**src/hw/gtc_pkg.sv**
```systemverilog
// Purpose: Shared constants for the gated 16-bit timer/counter.
// Assumes: Byte-wide register port with a 3-bit word index.
// Notes:   Register indices, field positions and reset values live here.
package gtc_pkg;
  localparam int          ADDR_W          = 3;
  localparam int          DATA_W          = 8;
  localparam int          CNT_W           = 16;
  localparam int          PRESC_W         = 3;
  // Register indices.
  localparam logic [2:0]  REG_CONTROL     = 3'h0;
  localparam logic [2:0]  REG_CMP_CONFIG  = 3'h1;
  localparam logic [2:0]  REG_COUNT_LO    = 3'h2;
  localparam logic [2:0]  REG_COUNT_HI    = 3'h3;
  localparam logic [2:0]  REG_MATCH_LO    = 3'h4;
  localparam logic [2:0]  REG_MATCH_HI    = 3'h5;
  localparam logic [2:0]  REG_IRQ_CTRL    = 3'h6;
  localparam logic [2:0]  REG_CC_MODE     = 3'h7;
  // Control register fields.
  localparam int          CT_ON           = 0;
  localparam int          CT_CLK_SRC      = 1;
  localparam int          CT_NO_SYNC      = 2;
  localparam int          CT_LP_OSC       = 3;
  localparam int          CT_PRESC_LO     = 4;
  localparam int          CT_GATE_EN      = 6;
  localparam int          CT_GATE_INV     = 7;
  localparam logic [7:0]  CONTROL_RESET   = 8'h00;
  // Comparator configuration fields.
  localparam int          CC_CMP_SYNC     = 0;
  localparam int          CC_GATE_SRC     = 1;
  localparam logic [7:0]  CMP_CFG_RESET   = 8'h02;
  localparam logic [7:0]  CMP_CFG_MASK    = 8'h1B;
  // Interrupt control fields.
  localparam int          IR_FLAG         = 0;
  localparam int          IR_OVF_EN       = 1;
  localparam int          IR_PERIPH_EN    = 2;
  localparam int          IR_GLOBAL_EN    = 3;
  // Capture/compare mode fields.
  localparam int          CM_CAPTURE      = 0;
  localparam int          CM_COMPARE      = 1;
  localparam int          CM_SPECIAL      = 2;
  localparam logic [7:0]  ZERO_BYTE       = 8'h00;
  localparam logic [15:0] COUNT_MAX       = 16'hFFFF;
  localparam logic [15:0] COUNT_ZERO      = 16'h0000;
  localparam logic [15:0] COUNT_ONE       = 16'h0001;
  localparam logic [2:0]  PRESC_ZERO      = 3'h0;
  localparam logic [2:0]  PRESC_ONE       = 3'h1;
  localparam int          SYNC_INPUTS     = 3;
endpackage

```
**src/hw/gtc_timer.sv**
```systemverilog
// Purpose: Gated 16-bit timer/counter with prescaler, gate, match pair and overflow flag.
// Assumes: CLK is the instruction clock; pin inputs are asynchronous and synchronised here.
// Notes:   Overview of operation
// Overview of operation
// RULE_01: Byte reads of running counter return valid value.
// RULE_02: Software should stop counter before writing bytes.
// RULE_03: Gate source is gate pin or comparator.
// RULE_04: Gate enable ignored when off, else gates counting.
// RULE_05: Gate invert selects active-high or active-low gate.
// RULE_06: Counter wraps to zero and sets overflow flag.
// RULE_07: Interrupt needs overflow, peripheral and global enables.
// RULE_08: Software clears flag in its service routine.
// RULE_09: Overflow wakes sleeping device in asynchronous mode.
// RULE_10: Capture copies count into match pair.
// RULE_11: Compare mode raises event when pair equals count.
// RULE_12: Special event clears count without setting flag.
// RULE_13: Counter byte write beats special event clear.
// RULE_14: Use synchronous mode with special event trigger.
// RULE_15: Counter clock also synchronises comparator output.
// RULE_16: Prescale select divides by one, two, four, eight.
// RULE_17: Low-power oscillator enabled only with internal oscillator.
// RULE_18: No-sync bit matters only for external clock.
// RULE_19: Clock source selects external rising edges or internal.
// RULE_20: Control bit zero starts and stops the counter.
// RULE_21: External falling edge needed before first counted rise.
// RULE_22: Counter byte write clears hidden prescale counter.
// RULE_23: Asynchronous counter keeps counting and flagging in sleep.
// RULE_24: Each prescaler pulse advances count by exactly one.
//
// Our own choices: strobed register access and the placing of the registers.
`timescale 1ns/1ps
`default_nettype none
module gtc_timer
  import gtc_pkg::*;
(
  // Clock and reset.
  input  wire logic              CLK,
  input  wire logic              SRST,
  // Register port.
  input  wire logic [ADDR_W-1:0] ADDR,
  input  wire logic [DATA_W-1:0] WDATA,
  input  wire logic              WR,
  input  wire logic              RD,
  output logic      [DATA_W-1:0] RDATA,
  // Asynchronous pins.
  input  wire logic              EXTERNAL_COUNT_INPUT,
  input  wire logic              GATE_PIN,
  input  wire logic              COMPARATOR_OUTPUT,
  // Device state from the same clock domain.
  input  wire logic              SLEEP,
  input  wire logic              INTERNAL_OSCILLATOR_NO_CLKOUT,
  input  wire logic              CAPTURE_EVENT,
  // Outputs.
  output logic                   IRQ,
  output logic                   WAKE,
  output logic                   COMPARE_EVENT,
  output logic                   LOW_POWER_OSC_ENABLE,
  output logic                   COMPARATOR_SYNCED,
  output logic                   COUNT_TICK
);

  function automatic logic hit(input logic [ADDR_W-1:0] a, input logic [ADDR_W-1:0] idx);
    hit = (a == idx);
  endfunction

  function automatic logic [PRESC_W-1:0] presc_last(input logic [1:0] sel);
    presc_last = PRESC_W'((4'h1 << sel) - 4'h1);
  endfunction

  logic [DATA_W-1:0]      timer_one_control;
  logic [DATA_W-1:0]      comparator_config_two;
  logic [CNT_W-1:0]       count;
  logic [CNT_W-1:0]       match;
  logic [DATA_W-1:0]      cc_mode;
  logic                   overflow_flag;
  logic                   overflow_irq_enable;
  logic                   peripheral_irq_enable;
  logic                   global_irq_enable;
  logic [PRESC_W-1:0]     presc_cnt;
  logic [SYNC_INPUTS-1:0] sync_pin;
  logic                   ext_prev;
  logic                   ext_armed;
  logic                   cmp_synced;
  logic                   equal_prev;

  logic counter_on;
  logic clock_source_select;
  logic no_sync_select;
  logic gate_enable;
  logic gate_invert;
  logic gate_source_select;
  logic comparator_sync_enable;
  logic ext_rise;
  logic src_tick;
  logic presc_tick;
  logic gate_raw;
  logic gate_active;
  logic inc_en;
  logic wr_lo;
  logic wr_hi;
  logic cnt_wr;
  logic special_clear;
  logic equal_now;
  logic run_in_sleep;

  assign counter_on             = timer_one_control[CT_ON];
  assign clock_source_select    = timer_one_control[CT_CLK_SRC];
  assign no_sync_select         = timer_one_control[CT_NO_SYNC];
  assign gate_enable            = timer_one_control[CT_GATE_EN];
  assign gate_invert            = timer_one_control[CT_GATE_INV];
  assign gate_source_select     = comparator_config_two[CC_GATE_SRC];
  assign comparator_sync_enable = comparator_config_two[CC_CMP_SYNC];

  // Each pin passes two flip-flops before anything looks at it.
  genvar gi;
  generate
    for (gi = 0; gi < SYNC_INPUTS; gi++) begin : g_sync
      logic stage1;
      logic pin_in;
      assign pin_in = (gi == 0) ? EXTERNAL_COUNT_INPUT :
                      (gi == 1) ? GATE_PIN : COMPARATOR_OUTPUT;
      always_ff @(posedge CLK) begin
        if (SRST) begin
          stage1       <= 1'b0;
          sync_pin[gi] <= 1'b0;
        end else begin
          stage1       <= pin_in;
          sync_pin[gi] <= stage1;
        end
      end
    end
  endgenerate

  assign wr_lo  = WR && hit(ADDR, REG_COUNT_LO);
  assign wr_hi  = WR && hit(ADDR, REG_COUNT_HI);
  assign cnt_wr = wr_lo || wr_hi;

  // External edge detect on the second synchroniser stage.
  always_ff @(posedge CLK) begin
    if (SRST) begin
      ext_prev <= 1'b0;
    end else begin
      ext_prev <= sync_pin[0];
    end
  end
  assign ext_rise = sync_pin[0] && !ext_prev;

  // A falling edge (a low level seen) must arm the counter before a rise counts;
  // reset, a counter write or switching off disarms it. [RULE_21]
  always_ff @(posedge CLK) begin
    if (SRST) begin
      ext_armed <= 1'b0;
    end else if (cnt_wr || !counter_on) begin
      ext_armed <= 1'b0;
    end else if (!sync_pin[0]) begin
      ext_armed <= 1'b1;
    end
  end

  // Synchronised or internal-clock mode freezes during sleep; unsynchronised external-clock mode keeps counting. [RULE_18] [RULE_23]
  assign run_in_sleep = clock_source_select && no_sync_select;

  // Source clock: external rising edge or every instruction cycle. [RULE_19]
  assign src_tick = counter_on && (!SLEEP || run_in_sleep) &&
                    (clock_source_select ? (ext_rise && ext_armed) : 1'b1);

  // Gate selection, inversion and enable. [RULE_03] [RULE_05] [RULE_04]
  assign gate_raw    = gate_source_select ? sync_pin[1] :
                       (comparator_sync_enable ? cmp_synced : sync_pin[2]);
  assign gate_active = gate_invert ? gate_raw : !gate_raw;

  // Prescaler; a counter write clears it. [RULE_16] [RULE_22]
  always_ff @(posedge CLK) begin
    if (SRST) begin
      presc_cnt <= PRESC_ZERO;
    end else if (cnt_wr) begin
      presc_cnt <= PRESC_ZERO;
    end else if (src_tick) begin
      if (presc_cnt >= presc_last(timer_one_control[CT_PRESC_LO +: 2])) begin
        presc_cnt <= PRESC_ZERO;
      end else begin
        presc_cnt <= presc_cnt + PRESC_ONE;
      end
    end
  end
  assign presc_tick = src_tick &&
                      (presc_cnt >= presc_last(timer_one_control[CT_PRESC_LO +: 2]));
  assign inc_en     = presc_tick && (!gate_enable || gate_active);

  // Comparator output is retimed on the counter's own source clock. [RULE_15]
  always_ff @(posedge CLK) begin
    if (SRST) begin
      cmp_synced <= 1'b0;
    end else if (src_tick) begin
      cmp_synced <= sync_pin[2];
    end
  end

  // Compare match, raised once as the count reaches the pair. [RULE_11]
  assign equal_now = cc_mode[CM_COMPARE] && (count == match);
  always_ff @(posedge CLK) begin
    if (SRST) begin
      equal_prev <= 1'b0;
    end else begin
      equal_prev <= equal_now;
    end
  end
  assign special_clear = equal_now && !equal_prev && cc_mode[CM_SPECIAL];

  // Counter: writes first, then special clear, then increment. [RULE_13] [RULE_12] [RULE_24]
  always_ff @(posedge CLK) begin
    if (SRST) begin
      count <= COUNT_ZERO;
    end else if (wr_lo) begin
      count[7:0] <= WDATA;
    end else if (wr_hi) begin
      count[15:8] <= WDATA;
    end else if (special_clear) begin
      count <= COUNT_ZERO;
    end else if (inc_en) begin
      count <= count + COUNT_ONE; // Wraps from all ones to zero. [RULE_06]
    end
  end

  // Overflow flag: a wrap wins over a software clear. [RULE_06]
  always_ff @(posedge CLK) begin
    if (SRST) begin
      overflow_flag <= 1'b0;
    end else if (inc_en && !cnt_wr && !special_clear && count == COUNT_MAX) begin
      overflow_flag <= 1'b1;
    end else if (WR && hit(ADDR, REG_IRQ_CTRL)) begin
      overflow_flag <= WDATA[IR_FLAG];
    end
  end

  // Match pair: capture takes the live count, otherwise software writes it. [RULE_10]
  always_ff @(posedge CLK) begin
    if (SRST) begin
      match <= COUNT_ZERO;
    end else if (cc_mode[CM_CAPTURE] && CAPTURE_EVENT) begin
      match <= count;
    end else if (WR && hit(ADDR, REG_MATCH_LO)) begin
      match[7:0] <= WDATA;
    end else if (WR && hit(ADDR, REG_MATCH_HI)) begin
      match[15:8] <= WDATA;
    end
  end

  // Configuration registers.
  always_ff @(posedge CLK) begin
    if (SRST) begin
      timer_one_control     <= CONTROL_RESET;
      comparator_config_two <= CMP_CFG_RESET;
      cc_mode               <= ZERO_BYTE;
      overflow_irq_enable   <= 1'b0;
      peripheral_irq_enable <= 1'b0;
      global_irq_enable     <= 1'b0;
    end else if (WR) begin
      if (hit(ADDR, REG_CONTROL)) begin
        timer_one_control <= WDATA; // [RULE_20]
      end else if (hit(ADDR, REG_CMP_CONFIG)) begin
        comparator_config_two <= WDATA & CMP_CFG_MASK;
      end else if (hit(ADDR, REG_CC_MODE)) begin
        cc_mode <= {5'h00, WDATA[CM_SPECIAL:CM_CAPTURE]};
      end else if (hit(ADDR, REG_IRQ_CTRL)) begin
        overflow_irq_enable   <= WDATA[IR_OVF_EN];
        peripheral_irq_enable <= WDATA[IR_PERIPH_EN];
        global_irq_enable     <= WDATA[IR_GLOBAL_EN];
      end
    end
  end

  // Read data stand one cycle after the strobe, zero otherwise; the count is
  // read straight from the live register so each byte is always whole. [RULE_01]
  always_ff @(posedge CLK) begin
    if (SRST || !RD) begin
      RDATA <= ZERO_BYTE;
    end else if (hit(ADDR, REG_CONTROL)) begin
      RDATA <= timer_one_control;
    end else if (hit(ADDR, REG_CMP_CONFIG)) begin
      RDATA <= comparator_config_two;
    end else if (hit(ADDR, REG_COUNT_LO)) begin
      RDATA <= count[7:0];
    end else if (hit(ADDR, REG_COUNT_HI)) begin
      RDATA <= count[15:8];
    end else if (hit(ADDR, REG_MATCH_LO)) begin
      RDATA <= match[7:0];
    end else if (hit(ADDR, REG_MATCH_HI)) begin
      RDATA <= match[15:8];
    end else if (hit(ADDR, REG_IRQ_CTRL)) begin
      RDATA <= {4'h0, global_irq_enable, peripheral_irq_enable,
                overflow_irq_enable, overflow_flag};
    end else begin
      RDATA <= cc_mode;
    end
  end

  // Registered outputs.
  always_ff @(posedge CLK) begin
    if (SRST) begin
      COMPARE_EVENT        <= 1'b0;
      COUNT_TICK           <= 1'b0;
      COMPARATOR_SYNCED    <= 1'b0;
      LOW_POWER_OSC_ENABLE <= 1'b0;
    end else begin
      COMPARE_EVENT        <= equal_now && !equal_prev;
      COUNT_TICK           <= src_tick;
      COMPARATOR_SYNCED    <= cmp_synced;
      // Oscillator only with the internal oscillator and no clock out. [RULE_17]
      LOW_POWER_OSC_ENABLE <= timer_one_control[CT_LP_OSC] && INTERNAL_OSCILLATOR_NO_CLKOUT;
    end
  end

  // Interrupt needs all three enables; wake needs on, overflow and peripheral enables. [RULE_07] [RULE_09]
  assign IRQ  = overflow_flag && overflow_irq_enable && peripheral_irq_enable && global_irq_enable;
  assign WAKE = SLEEP && counter_on && overflow_flag && overflow_irq_enable && peripheral_irq_enable;
endmodule
`default_nettype wire

```
**config.mk**
```make
export PLATFORM = sky130hd
export DESIGN_NAME = gtc_timer
export DESIGN_NICKNAME = d
export VERILOG_FILES = /design/src/hw/gtc_pkg.sv /design/src/hw/gtc_timer.sv
export SDC_FILE = /design/constraint.sdc
export NUM_CORES = 1
export LEC_CHECK = 0
export BUFFER_PORTS_ARGS = -buffer_cell sky130_fd_sc_hd__buf_2
export CAP_MARGIN = 15
export CORE_ASPECT_RATIO = 1.75
export CORE_UTILIZATION = 54
export CTS_CLUSTER_SIZE = 14
export DETAILED_ROUTE_END_ITERATION = 10
export GPL_TIMING_DRIVEN = 1
export PLACE_DENSITY = 0.76
export RECOVER_POWER = 25
export SLEW_MARGIN = 30
export SYNTH_ARGS = -nofsm -noshare
export SYNTH_HDL_FRONTEND = slang
export SYNTH_SLANG_ARGS = --single-unit
```
**constraint.sdc**
```tcl
create_clock -name CLK -period 2.3 [get_ports CLK]
set_clock_uncertainty 0.1 [all_clocks]
set_input_delay 0.115 -clock CLK [delete_from_list [all_inputs] [get_ports CLK]]
set_output_delay 0.115 -clock CLK [all_outputs]
set_load 0.02 [all_outputs]
```
### Yosys cells after proc, flatten, opt, wreduce, memory -nomap -nowiden

Index checks and enable logic that the tools add are counted.

* memory bits (writable): 0
* flip-flop bits (word level): 76
* memory bits (read-only): 0
* memories kept: 0
* output and inout port bits: 14
* latch bits: 0

* div/mod/pow operators: 0
* multiplexer cells: 23
* equal/unequal tests: 11
* shifts and indexed selects: 1
* order comparisons: 1
* bitwise logic cells: 4
* add/sub/neg operators: 3
* reduce and logical (&&, ||, !) cells: 56
* $mul: 0

Operators with widths (count)
* $mux 8: 12
* $mux 16: 3
* $logic_and 1x1->1: 27
* $add 16x1->16 const B: 1
* $eq 16x16->1: 1
* $eq 16x16->1 const B: 1
* $eq 3x3->1 const B: 4
* $logic_not 1->1: 9
* $reduce_and 2->1: 4
* $eq 3x2->1 const B: 2
* $mux 1: 6
* $reduce_bool 2->1: 3
* $reduce_bool 3->1: 2
* $logic_or 1x1->1: 5
* $reduce_and 5->1: 1
* $mux 4: 1
* $ne 2x2->1 const B: 2
* $not 1->1: 4
* $reduce_and 4->1: 1
* $reduce_or 2->1: 2
* $add 3x1->3 const B: 1
* $eq 3x1->1 const B: 1
* $ge 3x3->1: 1
* $logic_not 3->1: 1
* 4 further kinds: 4

### Longest topological paths before layout

* depth in word-level cells: 11
* gate-level depth with buffers: 10
* depth with buffers taken out: 8

### Worst setup path after synthesis

Ideal clock, no wire load.

* path type: register to register
* start point: register timer_one_control[4]
* end point: register count[12]
* stages on the path, launching flop included: 10
* clock period less this slack: 2441 ps
* data arrival time: 2206 ps
* buffers on the path: 2
* path slack: -141 ps
* path through: dfxtp_1 or2_2 ha_1 nor2b_1 o21ai_0 nand4_1 buf_1 clkbuf_1 a31oi_1 a31oi_1

* word-level cells in the longest chain between the ends: 7

RTL lines
* start: declaration: RTL line gtc_timer.sv:70 `logic [DATA_W-1:0] timer_one_control;`
* start signal: assignment: RTL line gtc_timer.sv:252 `timer_one_control <= CONTROL_RESET;`
* start signal: assignment: RTL line gtc_timer.sv:260 `timer_one_control <= WDATA;`
* $shl 1x2->3: RTL line gtc_timer.sv:67 `presc_last = PRESC_W'((4'h1 << sel) - 4'h1);`
* $sub 3x1->3: RTL line gtc_timer.sv:67
* $ge 3x3->1: RTL line gtc_timer.sv:187 `(presc_cnt >= presc_last(timer_one_control[CT_PRESC_LO +: 2]));`
* $logic_and 1x1->1: RTL line gtc_timer.sv:186 `assign presc_tick = src_tick &&`
* $logic_and 1x1->1: RTL line gtc_timer.sv:188 `assign inc_en = presc_tick && (!gate_enable || gate_active);`
* $reduce_bool 3->1 (no source line)
* $reduce_and 2->1 (no source line)
* end signal: assignment: RTL line gtc_timer.sv:221 `count <= count + COUNT_ONE;`
* end: declaration: RTL line gtc_timer.sv:72 `logic [CNT_W-1:0] count;`

Every way passes these cells.
A chain may end at the register's enable or synchronous reset.

### Final worst setup path

* start point: register count[12]
* end point: register count[2]

* word-level cells in the longest chain between the ends: 7
* elaborated cells on any way between the ends: 9
* those cells by class: eq/ne (1); mux (3); reduce/logical (5)

RTL lines
* $eq 16x16->1 *: RTL line gtc_timer.sv:200 `assign equal_now = cc_mode[CM_COMPARE] && (count == match);`
* $logic_and 1x1->1 *: RTL line gtc_timer.sv:200
* $logic_and 1x1->1 * (2 in series): RTL line gtc_timer.sv:208 `assign special_clear = equal_now && !equal_prev && cc_mode[CM_SPECIAL];`
* $mux 16: RTL line gtc_timer.sv:218 `end else if (special_clear) begin`
* $mux 8: RTL line gtc_timer.sv:216 `end else if (wr_hi) begin`
* $mux 8: RTL line gtc_timer.sv:214 `end else if (wr_lo) begin`

Mark *: on every way between the ends. The rest lies on a longest branch, timed or not. The select of a mux whose other input is x is not followed.

==> results.md <==
* Clock Sinks at 76
* Main synth FF type: dfxtp_1
* Fraction of layout cells with a size suffix above 1 at 27.0%
* Synth area leader: dfxtp_1
* LEAKAGE at 2.27 nW
* Fin cells at 674
* Period minus WS final at 2.32 ns
* Die Ht at 119 um
* Worst Path Buf+Inv at 1
* R2r worst-path depth at 7
* CP cell instances: xnor2_2 > nand4_1 > or4_4 > or3_4 > buf_8 > a31oi_4 > a31oi_1
* Routed len/inst at 20.6 um
* Antenna viol nets, final at 0
* DRT iter0 DRCs at 406
* Capture point of the worst reg-to-reg path: count[2]
* Fin area at 5400 sq um
* Maximum number of pins on one net before global-route repair at 56
* Yosys reg bits at 76
* Initial DRT Pass Iterations at 5
* Rows at 42
* Placed Cells at 643
* Relative slew slack at 18.3%
* Mapped Area at 4250 sq um
* First-pass GRT wire length at 22,000 um
* Max IR drop VDD at 0.355 mV
* Root Buffer: clkbuf_16
* Maxcap violations at 0
* Fill count at 580
* Cell count after synthesis at 500
* DIE AREA at 8250 sq um
* Status: complete, but fails checks
* Antenna diodes at 0
* Register area at 1530 sq um
* Fmax at 430 MHz
* Worst Hold Class: in -> reg
* Critical path launch point type: flop
* CP max stage delay at 0.43 ns
* Number of I/O pins at 35
* Critical path class: reg -> reg
* CP max FO at 7
* Area occupied by multi-input gates at 2600 sq um
* CTS HTree Levels at 3
* Die Wd at 69.1 um
* GRT Residual Overflow at 0
* Worst-skew pair later-pin latency at 0.34 ns
* Async SR Flop Fraction at 0%
* Synth Net Count at 526
* Slowest CP cell: or4_4
* Synth area leaders: dfxtp_1 36%, mux2i_1 8.7%, nor2_1 5.2%
* Final worst slack at -0.0246 ns
* RSZ-0062 raised after global routing: yes
* Clock tree buffer depth at 2
* Area growth from synthesis to layout at 27.1%
* Ys Warns at 0
* DRT Wirelength at 13,900 um
* Placed cell area at 4830 sq um
* R2R setup slack at -0.02 ns
* Final hold viol count at 0
* Reg2Reg Launch Point: count[12]
* Via/cell ratio at 6.47
* Cell with the most instances after synthesis: dfxtp_1
* Num CTS Buffers at 9
* Drc violations at 0
* Period utilisation layout at 101%
* Vias post-DR at 4,358
* Syn_area_per_cell at 8.50 sq um
* Hold Path Cell Cnt at 3
* EDFF count, synth at 0
* Crit path required time at 2.41 ns
* P per Cell Area at 577 nW/um^2
* Routability Congestion at 1.08
* Total track usage at 34.3%
* Failing checks: setup timing
* Distinct cells, synth at 63
* Post-synth top area share at 35.8%
* Initial Utilization at 56.2%
* Top post-synthesis cells by count: 76 x dfxtp_1, 59 x nor2_1, 45 x nand2_1
* Hpwl dp at 9930 um
* HP Start: WDATA[5]
* Core Footprint at 7570 sq um
* Final #Nets at 607
* Worst hold endpoint: timer_one_control[5]
* Clk pin slew, worst setup/hold paths at 0.06 ns
* Final slew viol count at 0
* Actual slew at the worst max-slew pin at 1.23 ns
* # port buffers at 34
* Vias in the first global route at 4,366
* Crit. End Element: flop
* Top delay family on crit path: simple AND/OR/NAND/NOR gates
* Crit path DAT at 2.44 ns
* Register area share after synthesis at 35.8%
* Initial antenna violation count at 0
* CTS tree: done
* Final setup violation count at 7
area by class of cell:
class	count	share of cell area, %
multi-input cells	365	48.1
flip-flops and latches	76	28.3
repair buffers	115	15.3
clock buffers	9	4.17
well taps	88	2.04
clock inverters	7	1.18
inverters	14	0.972
report_power, final:
part           switching (mW)  total, mW  internal (mW)  leakage, nW
Combinational           0.205      0.359          0.154         1.51
Sequential             0.0294       1.38           1.35        0.619
Clock                   0.624       1.38          0.759        0.144
how the worst max path moves through the flow:
stage	end	depth (start not counted)	from	slack (ns)
final	count[2]	7	count[12]	-0.02
after global placement	count[4]	7	count[13]	-0.11
after CTS	count[4]	7	match[15]	-0.002
after floorplan	count[12]	9	timer_one_control[4]	0.02
after detailed placement	count[10]	8	timer_one_control[4]	-0.1
after global routing	count[3]	7	match[15]	-0.07
routing by layer:
| metal | up-vias | global-route usage, % | share of wire [%] |
|---|---|---|---|
| met5 | - | 0 | 0 |
| met4 | 0 | 25.6 | 6.0 |
| met3 | 67 | 7.02 | 6.5 |
| met2 | 220 | 59.5 | 52 |
| met1 | 2088 | 35.9 | 36 |
| li1 | 1983 | - | - |
placed cells by master (no fill, tap or decap), drive strengths merged, types with 4 or more instances in the layout:
cell type,count
nand2,45
nor2b,14
dfxtp,76
a22oi,6
buf,100
a21oi,27
clkbuf,15
mux4,6
o221ai,7
a31oi,10
nor3,17
nand4,7
dlygate4sd3,9
o21ai,7
ha,5
a211oi,17
a311o,5
inv,20
xor2,9
nor2,59
nand3b,4
mux2i,37
nand3,16
xnor2,10
and3,5
stage by stage:
step                      setup slack [ns]  util, %  setup TNS [ns]  hold WS [ns]  total power, mW
final                              -0.0246     71.4          -0.108        0.0117             3.12
after global routing               -0.0687     71.4          -0.466        0.0133             3.21
after CTS                         -0.00217     69.9        -0.00358       0.00258             3.11
after detailed placement           -0.0988     63.8           -1.10         0.238             1.73
after global placement              -0.108     63.8           -1.20         0.224             1.72
after floorplan                     0.0212        -               0         0.143             1.60
sequential cells by signal, indices dropped and copies added (netlist names):
register and flops:
count 16, match 16, RDATA 8, timer_one_control 8, comparator_config_two 4, cc_mode 3
g_sync.stage1 3, presc_cnt 3, sync_pin 3, COMPARATOR_SYNCED 1, COMPARE_EVENT 1, COUNT_TICK 1
LOW_POWER_OSC_ENABLE 1, cmp_synced 1, equal_prev 1, ext_armed 1, ext_prev 1, global_irq_enable 1
overflow_flag 1, overflow_irq_enable 1, peripheral_irq_enable 1
kinds of logic after synthesis:
logic type,count (synthesis),share of synthesized area [%]
simple gates,189,21.4
mux,46,12.7
xor+xnor,19,4.27
compound gates,106,18.2
buf+inv,59,6.21
fa+ha+maj,5,1.47
flops,76,35.8
worst reg2reg max path: cells and delay by family (launching register included):
kind | cells | cell delay, ns
AOI/OAI and AO/OA | 2 | 0.42
xor gates and xnor gates | 1 | 0.16
buffers and inverters | 1 | 0.15
DFF | 1 | 0.41
and+or+nand+nor | 3 | 0.96
repair_timing:
action / CTS / global route
setup buffers: 5 / 1
cloned: 1 / 0
setup endpoints to repair: 17 / 15
hold endpoints to repair: 9 / 0
pin swaps: 6 / 5
gates resized for setup: 14 / 21
hold buffers: 9 / 0
Note: power is estimated with default switching activity, not from simulation.
